[config.mk]
export PLATFORM = sky130hd
export DESIGN_NAME = capture_timer_16bit
export DESIGN_NICKNAME = d
export VERILOG_FILES = /design/src/hdl/capture_timer_16bit.v
export VERILOG_INCLUDE_DIRS = /design/src /design/src/hdl
export SDC_FILE = /design/constraint.sdc
export NUM_CORES = 1
export LEC_CHECK = 0
export BUFFER_PORTS_ARGS = -buffer_cell sky130_fd_sc_hd__buf_2
export CORE_AREA = 2 2 107 109
export CTS_BUF_LIST = sky130_fd_sc_hd__clkbuf_4 sky130_fd_sc_hd__clkbuf_8 sky130_fd_sc_hd__clkbuf_16
export DETAILED_ROUTE_END_ITERATION = 12
export DIE_AREA = 0 0 109 111
export PLACE_DENSITY = 0.71
export SLEW_MARGIN = 20
export SYNTH_ARGS = -nofsm -noshare
export SYNTH_HDL_FRONTEND = slang
export SYNTH_SLANG_ARGS = --single-unit
[constraint.sdc]
create_clock -name clk_i -period 2.85 [get_ports clk_i]
set_input_delay 0.1425 -clock clk_i [delete_from_list [all_inputs] [get_ports clk_i]]
set_output_delay 0.1425 -clock clk_i [all_outputs]
set_load 0.1 [all_outputs]
[src/hdl/capture_timer_consts.vh]
`ifndef CAPTURE_TIMER_CONSTS_VH
`define CAPTURE_TIMER_CONSTS_VH

// ---------------------------------------------------------------
// register byte offsets
// ---------------------------------------------------------------
`define ADDR_CONTROL      4'h0
`define ADDR_STATUS       4'h4
`define ADDR_COUNT        4'h8
`define ADDR_LIMIT        4'hC
`define ADDR_MASK_HI      4'h0
`define SEL_MASK_REG      1'b1

// ---------------------------------------------------------------
// control word fields
// ---------------------------------------------------------------
`define CTL_WIDTH         13
`define CTL_TASK_LSB      0
`define CTL_TASK_MSB      2
`define CTL_EN_BIT        3
`define CTL_SRC_BIT       4
`define CTL_PRE_LSB       5
`define CTL_PRE_MSB       6
`define CTL_MODE_LSB      7
`define CTL_MODE_MSB      8

// ---------------------------------------------------------------
// modes, prescale and status
// ---------------------------------------------------------------
`define MODE_FREE         2'h0
`define MODE_CAP_RISE     2'h1
`define MODE_CAP_FALL     2'h2
`define PRE_DIV1          2'h0
`define PRE_DIV4          2'h1
`define PRE_DIV16         2'h2
`define PRE_MAX_DIV4      6'h03
`define PRE_MAX_DIV16     6'h0F
`define PRE_MAX_DIV64     6'h3F
`define TASK_NONE         3'h0
`define TASK_MAX          3'h4
`define ST_EVENT_BIT      0
`define ST_WRAP_BIT       1

`endif

[src/hdl/capture_timer_16bit.v]
// Functional notes
// - 16-bit counter increments on each tick
// - prescale 1/4/16/64, ignored for external clock
// - source bit picks internal or external clock
// - task field 0 none, 1-4 request task
// - free mode: wrap sets event flag
// - mode 1: rising edge captures, sets event
// - mode 2: falling edge captures, sets event
// - event flag auto-clears if task 1-4, else read
// - wrap flag set every wrap, read clears
// - software reads and loads running counter anytime
// - counter wraps at programmable 16-bit limit
// - capture register holds latest captured count
// - capture event can schedule selected task
`timescale 1ns/1ps
`include "capture_timer_consts.vh"

module capture_timer_16bit (
    // clock and reset
    input  wire        clk_i,
    input  wire        rst_i,
    // wishbone slave
    input  wire        cyc_i,
    input  wire        stb_i,
    input  wire        we_i,
    input  wire [4:0]  adr_i,
    input  wire [3:0]  sel_i,
    input  wire [31:0] dat_i,
    output reg  [31:0] dat_o,
    output reg         ack_o,
    output reg         err_o,
    // pins
    input  wire        capture_edge_input_i,
    input  wire        external_count_clock_input_i,
    // events
    output reg  [2:0]  event_task_o,
    output reg         event_task_req_o,
    output reg         irq_o
);

    // ---------------------------------------------------------------
    // registers
    // ---------------------------------------------------------------
    reg  [12:0] timer_control_word;
    reg  [1:0]  timer_status_word;
    reg  [15:0] timer_count_value;
    reg  [15:0] timer_wrap_limit;
    reg  [15:0] timer_capture_value;
    reg  [1:0]  irq_mask;
    reg  [5:0]  pre_cnt;
    reg  [2:0]  cap_sync;
    reg  [2:0]  ext_sync;
    reg         cap_level;
    reg         ext_level;

    wire [2:0]  task_sel  = timer_control_word[`CTL_TASK_MSB:`CTL_TASK_LSB];
    wire        enable    = timer_control_word[`CTL_EN_BIT];
    wire        ext_src   = timer_control_word[`CTL_SRC_BIT];
    wire [1:0]  pre_sel   = timer_control_word[`CTL_PRE_MSB:`CTL_PRE_LSB];
    wire [1:0]  mode      = timer_control_word[`CTL_MODE_MSB:`CTL_MODE_LSB];

    // ---------------------------------------------------------------
    // bus decode
    // ---------------------------------------------------------------
    wire        req       = cyc_i & stb_i & ~ack_o & ~err_o;
    wire [4:0]  byte_adr  = {adr_i[4:2], 2'b00};
    wire        hit_ctl   = (byte_adr == {1'b0, `ADDR_CONTROL});
    wire        hit_st    = (byte_adr == {1'b0, `ADDR_STATUS});
    wire        hit_cnt   = (byte_adr == {1'b0, `ADDR_COUNT});
    wire        hit_lim   = (byte_adr == {1'b0, `ADDR_LIMIT});
    wire        hit_cap   = (byte_adr == {`SEL_MASK_REG, `ADDR_CONTROL});
    wire        hit_msk   = (byte_adr == {`SEL_MASK_REG, `ADDR_STATUS});
    wire        hit_any   = hit_ctl | hit_st | hit_cnt | hit_lim | hit_cap | hit_msk;
    wire        wr        = req & we_i & hit_any;
    wire        st_read   = req & ~we_i & hit_st;

    // byte-lane merge for 16-bit registers
    function [15:0] merge16;
        input [15:0] old;
        input [31:0] dat;
        input [3:0]  sel;
        begin
            merge16 = {sel[1] ? dat[15:8] : old[15:8], sel[0] ? dat[7:0] : old[7:0]};
        end
    endfunction

    // ---------------------------------------------------------------
    // pin synchronisers and edges
    // ---------------------------------------------------------------
    // a change counts only once stages two and three agree
    always @(posedge clk_i) begin
        if (rst_i) begin
            cap_sync  <= 3'h0;
            ext_sync  <= 3'h0;
            cap_level <= 1'b0;
            ext_level <= 1'b0;
        end else begin
            cap_sync <= {cap_sync[1:0], capture_edge_input_i};
            ext_sync <= {ext_sync[1:0], external_count_clock_input_i};
            if (cap_sync[1] == cap_sync[2])
                cap_level <= cap_sync[2];
            if (ext_sync[1] == ext_sync[2])
                ext_level <= ext_sync[2];
        end
    end

    wire cap_rise = (cap_sync[1] == cap_sync[2]) & cap_sync[2] & ~cap_level;
    wire cap_fall = (cap_sync[1] == cap_sync[2]) & ~cap_sync[2] & cap_level;
    // external clock counts on its rising edge; 600 kHz leaves ample margin
    wire ext_tick = (ext_sync[1] == ext_sync[2]) & ext_sync[2] & ~ext_level;

    // ---------------------------------------------------------------
    // tick generation
    // ---------------------------------------------------------------
    reg  [5:0] pre_max;
    always @* begin
        case (pre_sel)
            `PRE_DIV1:  pre_max = 6'h00;
            `PRE_DIV4:  pre_max = `PRE_MAX_DIV4;
            `PRE_DIV16: pre_max = `PRE_MAX_DIV16;
            default:    pre_max = `PRE_MAX_DIV64;
        endcase
    end

    wire int_tick = (pre_cnt >= pre_max);
    wire tick     = enable & (ext_src ? ext_tick : int_tick);
    wire at_limit = (timer_count_value == timer_wrap_limit);
    wire wrap     = tick & at_limit;
    wire cap_evt  = ((mode == `MODE_CAP_RISE) & cap_rise) |
                    ((mode == `MODE_CAP_FALL) & cap_fall);
    wire evt      = cap_evt | ((mode == `MODE_FREE) & wrap);
    wire task_on  = (task_sel != `TASK_NONE) & (task_sel <= `TASK_MAX);

    always @(posedge clk_i) begin
        if (rst_i | ~enable | ext_src)
            pre_cnt <= 6'h00;
        else if (int_tick)
            pre_cnt <= 6'h00;
        else
            pre_cnt <= pre_cnt + 6'h01;
    end

    // ---------------------------------------------------------------
    // counter, capture and control registers
    // ---------------------------------------------------------------
    always @(posedge clk_i) begin
        if (rst_i) begin
            timer_control_word  <= 13'h0000;
            timer_count_value   <= 16'h0000;
            timer_wrap_limit    <= 16'hFFFF;
            timer_capture_value <= 16'h0000;
            irq_mask            <= 2'h0;
        end else begin
            // a software load beats a tick in the same cycle
            if (wr & hit_cnt)
                timer_count_value <= merge16(timer_count_value, dat_i, sel_i);
            else if (wrap)
                timer_count_value <= 16'h0000;
            else if (tick)
                timer_count_value <= timer_count_value + 16'h0001;
            if (wr & hit_cap)
                timer_capture_value <= merge16(timer_capture_value, dat_i, sel_i);
            else if (cap_evt)
                timer_capture_value <= timer_count_value;
            if (wr & hit_lim)
                timer_wrap_limit <= merge16(timer_wrap_limit, dat_i, sel_i);
            if (wr & hit_ctl) begin
                if (sel_i[0])
                    timer_control_word[7:0] <= dat_i[7:0];
                if (sel_i[1])
                    timer_control_word[12:8] <= dat_i[12:8];
            end
            if (wr & hit_msk & sel_i[0])
                irq_mask <= dat_i[1:0];
        end
    end

    // ---------------------------------------------------------------
    // status flags, events and bus answer
    // ---------------------------------------------------------------
    // set wins over clear-on-read for both flags
    always @(posedge clk_i) begin
        if (rst_i) begin
            timer_status_word <= 2'h0;
            event_task_o      <= `TASK_NONE;
            event_task_req_o  <= 1'b0;
            irq_o             <= 1'b0;
            ack_o             <= 1'b0;
            err_o             <= 1'b0;
            dat_o             <= 32'h0000_0000;
        end else begin
            if (evt & ~task_on)
                timer_status_word[`ST_EVENT_BIT] <= 1'b1;
            else if (task_on | st_read)
                timer_status_word[`ST_EVENT_BIT] <= 1'b0;
            if (wrap)
                timer_status_word[`ST_WRAP_BIT] <= 1'b1;
            else if (st_read)
                timer_status_word[`ST_WRAP_BIT] <= 1'b0;
            // with a task selected the flag is consumed here as a request pulse
            event_task_req_o <= evt & task_on;
            event_task_o     <= task_on ? task_sel : `TASK_NONE;
            irq_o            <= |(timer_status_word & irq_mask);
            ack_o            <= req & hit_any;
            err_o            <= req & ~hit_any;
            dat_o            <= 32'h0000_0000;
            if (req & ~we_i) begin
                if (hit_ctl)
                    dat_o <= {19'h0, timer_control_word};
                if (hit_st)
                    dat_o <= {30'h0, timer_status_word};
                if (hit_cnt)
                    dat_o <= {16'h0, timer_count_value};
                if (hit_lim)
                    dat_o <= {16'h0, timer_wrap_limit};
                if (hit_cap)
                    dat_o <= {16'h0, timer_capture_value};
                if (hit_msk)
                    dat_o <= {30'h0, irq_mask};
            end
        end
    end

endmodule // capture_timer_16bit

==> impl_results.md <==
* Residual DRC at 0
* Via/cell ratio at 5.65
* Die area at 12100 um^2
* Core ar. at 11100 um^2
* Final Hold Fails at 0
* Power density over cell area at roughly 530 nW/um^2
* Maximum vdd drop at between 0.0002 and 0.0003 V
* Switching fraction of total power at between 20% and 30%
* Post-synthesis sequential area ratio at between 30% and 40%
* Num Clock Sinks at between 100 and 150
* Syn Inst Count at about 600
* Synthesis-to-finish area growth at 11.5%
* Multiplexer share of the synthesized area at 14.1%
* Reg power frac at between 40% and 50%
* Synthesized area per cell at 8.84 um^2
* PortBufs at 50
* XOR/XNOR Fraction of Synth Area at 4.60%
* Placed Cells at approximately 770
* Largest area contributor in the netlist: dfxtp_1
* Crit path buf inv count at 0
* PostCTS Resize Cnt at 0
* Worst Setup Path Type: flop to flop
* Max-slew headroom at 49.5%
* Initial core utilization at 48.1%
* Hpwl dp at between 9000 and 10000 um
* Worst Min Path Start: capture_edge_input_i
* DRT Pass-1 Iters at 5
* CTS tree: built
* Final Non-Filler Cells at just under 800
* DRT Wirelength at ~13000 um
* Achievable Freq at 391 MHz
* FP Rows at 39
* CP delay by family, top: compound AO/OA/AOI/OAI gates
* Synth warnings at 0
* Critical Path Source: timer_control_word[6]$_SDFFE_PP0P_
* Total Neg Setup Slack at 0 ns
* HP Class: input port to flop
* Worst path max stage delay at ~0.55 ns
* Top post-synthesis cells by area: dfxtp_1 (38%), mux2i_1 (11%), nor2_1 (8.6%)
* Cell Chain, Critical Path: nand2_1, ha_1, nand3_1, a221oi_1, a21oi_4, nor2_2, o22ai_1, o2111a_1
* Synth top area share at 38.3%
* Nets@finish at between 600 and 700
* Clk_skew at 0.00591 ns
* Async S/R FF share, synth at 0%
* CP Capture Type: flop
* Final worst path period need at between 2 and 3 ns
* Final period util at between 80% and 90%
* Number of synthesized flops with an enable pin at 0
* Yosys reg bits at between 100 and 150
* CTS root buf: clkbuf_16
* CP startpoint kind: flop
* P_leak at 0.00265 uW
* Largest family of logic cells by synthesized area: simple AND/OR/NAND/NOR gates
* Vias in the first global route at about 4100
* Comb power frac at 9.6%
* RD Place Congestion at 0.827
* First-pass GRT wire length at roughly 21000 um
* Total Power at 3120 uW
* Layout cell share with drive strength beyond 1 at between 10% and 20%
* RSZ-0062 raised after global routing: no
* ANT nets after route at 0
* CP max stage cell: nor2_2
* Post-Synth Simple-Gate Area at between 20% and 30%
* GRT overflow at 0
* Die H at around 110 um
* Initial antenna violation count at 0
* Worst slew pin tran at 0.749 ns
* Gr usage total at between 20 and 25%
* Synth Flop Type: dfxtp_1
* Max-Cap Viols at 0
* N_diodes at 0
* CP required at 3.09 ns
* Die width at ~110 um
* Endpoints failing setup at 0
* Synth Area in Compound Gates at 13.1%
* Via count at 4456
* Crit path DAT at around 2.8 ns
* Initial DRC Count at 370
* Worst-path clk slew at 0.07 ns
* Ports at 87
* Crit Path Max Fanout at 15
* CTS Hold Bufs at 0
* RR Startpoint: timer_control_word[6]$_SDFFE_PP0P_
* Final Max Slew Viols at 0
* Post-CTS Setup Bufs at 0
* WHS at 0.00801 ns
* Clk buf depth at 2
* Distinct cells, synth at 63
* Status: completed
* DR WL/cell at 16.4 um
* Fin util at between 50% and 60%
* CTS buffer count at 9
* P_int at about 2400 uW
* Clk pwr share at 44.0%
* Mapped Area at approximately 5300 um^2
* Pin count of the biggest net entering global routing at 50
* Sw Pwr at 770 uW
* Clock latency on the worst-skew pair at 0.35 ns
* H-tree depth at 3
* Post-synthesis adder-cell area fraction at approximately 2.6%
[cell usage after synthesis, types with 4 or more instances]
cell type  instances
nor2b_1            6
nor3_1             5
nor2_1           122
a21oi_1           39
clkbuf_1          18
o21ai_0            8
mux2i_1           57
inv_1             15
o22ai_1            9
and3_1             4
nand4_1            7
mux2_2             8
nor4_2             6
xor2_1            20
nand3_1           12
buf_2             10
nand2_1           33
ha_1              11
dfxtp_1          102
buf_4             16
buf_6              7
a22oi_1           11
xnor2_1            8
o211a_1            9
[power by group through the flow]
| stage | clock network, uW | logic (uW) | registers [uW] |
|---|---|---|---|
| floorplan | 0 | 232 | 1490 |
| global placement | 0 | 292 | 1480 |
| detailed placement | 0 | 296 | 1480 |
| CTS | 1400 | 296 | 1450 |
| global route | 1450 | 316 | 1450 |
| finish | 1370 | 299 | 1450 |
[flip-flops by register name, summed over array words and instances (netlist names), 3 cells and up]
| name | count |
|---|---|
| dat_o | 16 |
| timer_capture_value | 16 |
| timer_count_value | 16 |
| timer_wrap_limit | 16 |
| timer_control_word | 13 |
| pre_cnt | 6 |
| cap_sync | 3 |
| event_task_o | 3 |
| ext_sync | 3 |
[area by class of cell]
type	count	area (um^2)
fill	973	5130
timing repair buffer	64	355
inverter	15	56.3
tap	143	179
clock inverter	4	77.6
sequential	102	2040
multi-input combinational	448	2970
clock buffer	12	267
[worst register-to-register path: stages (launching register included)]
cell      delay, ns
dfxtp_1        0.38
nand2_1        0.10
ha_1           0.34
nand3_1        0.12
a221oi_1       0.46
a21oi_4        0.15
nor2_2         0.55
o22ai_1        0.19
o2111a_1       0.17
[kinds of logic after synthesis]
| kind of cell | Yosys count |
|---|---|
| AND/OR/NAND/NOR | 221 |
| other | 1 |
| XOR/XNOR | 28 |
| AO/OA/AOI/OAI | 103 |
| flip-flops | 102 |
| buffers and inverters | 68 |
| adder cells (fa/ha/maj) | 11 |
| multiplexers | 69 |
[per-layer routing]
metal  GRT usage, %  up-vias  share of wire (%)
li1               -     2135                  -
met1           31.9     2100                 45
met2           33.7      205                 46
met3           3.12       16                7.5
met4           8.03        0                1.9
met5              0        -                  0
[worst paths after layout]
| path | endpoint | slack [ns] | cells past startpoint |
|---|---|---|---|
| setup reg to reg | timer_count_value[7]$_SDFFE_PP0P_ | 0.29 | 8 |
| hold reg to reg | cap_sync[1]$_SDFF_PP0_ | 0.44 | 1 |
| setup / recovery | timer_count_value[7]$_SDFFE_PP0P_ | 0.29 | 8 |
| hold / removal | cap_sync[0]$_SDFF_PP0_ | 0.008 | 2 |
[placed cells by master, fill, tap and decap left out, types with 4 or more instances in the layout]
cell       count
buf_2         50
a22oi_1       11
mux2i_1       57
buf_4         14
a21oi_1       39
conb_1        16
and3_1         4
nor3_1         5
nand2_1       33
o21ai_0        8
o211a_1        9
clkbuf_16      9
ha_1          11
nor2_1       122
xnor2_1        8
o22ai_1        9
nor4_2         6
xor2_1        20
nand3_1       12
nand4_1        7
mux2_2         8
inv_1         15
dfxtp_1      102
nor2b_1        6
[through the flow]
| stage | instance area, um^2 | setup WS (ns) |
|---|---|---|
| 2_1_floorplan | 5390 | 0.524 |
| 3_3_place_gp | 5600 | 0.459 |
| 3_5_place_dp | 5600 | 0.333 |
| 4_1_cts | 5940 | 0.332 |
| 5_1_grt | 5940 | 0.100 |
| 6_report | 5940 | 0.292 |
Power figures use the tool's default switching activity.
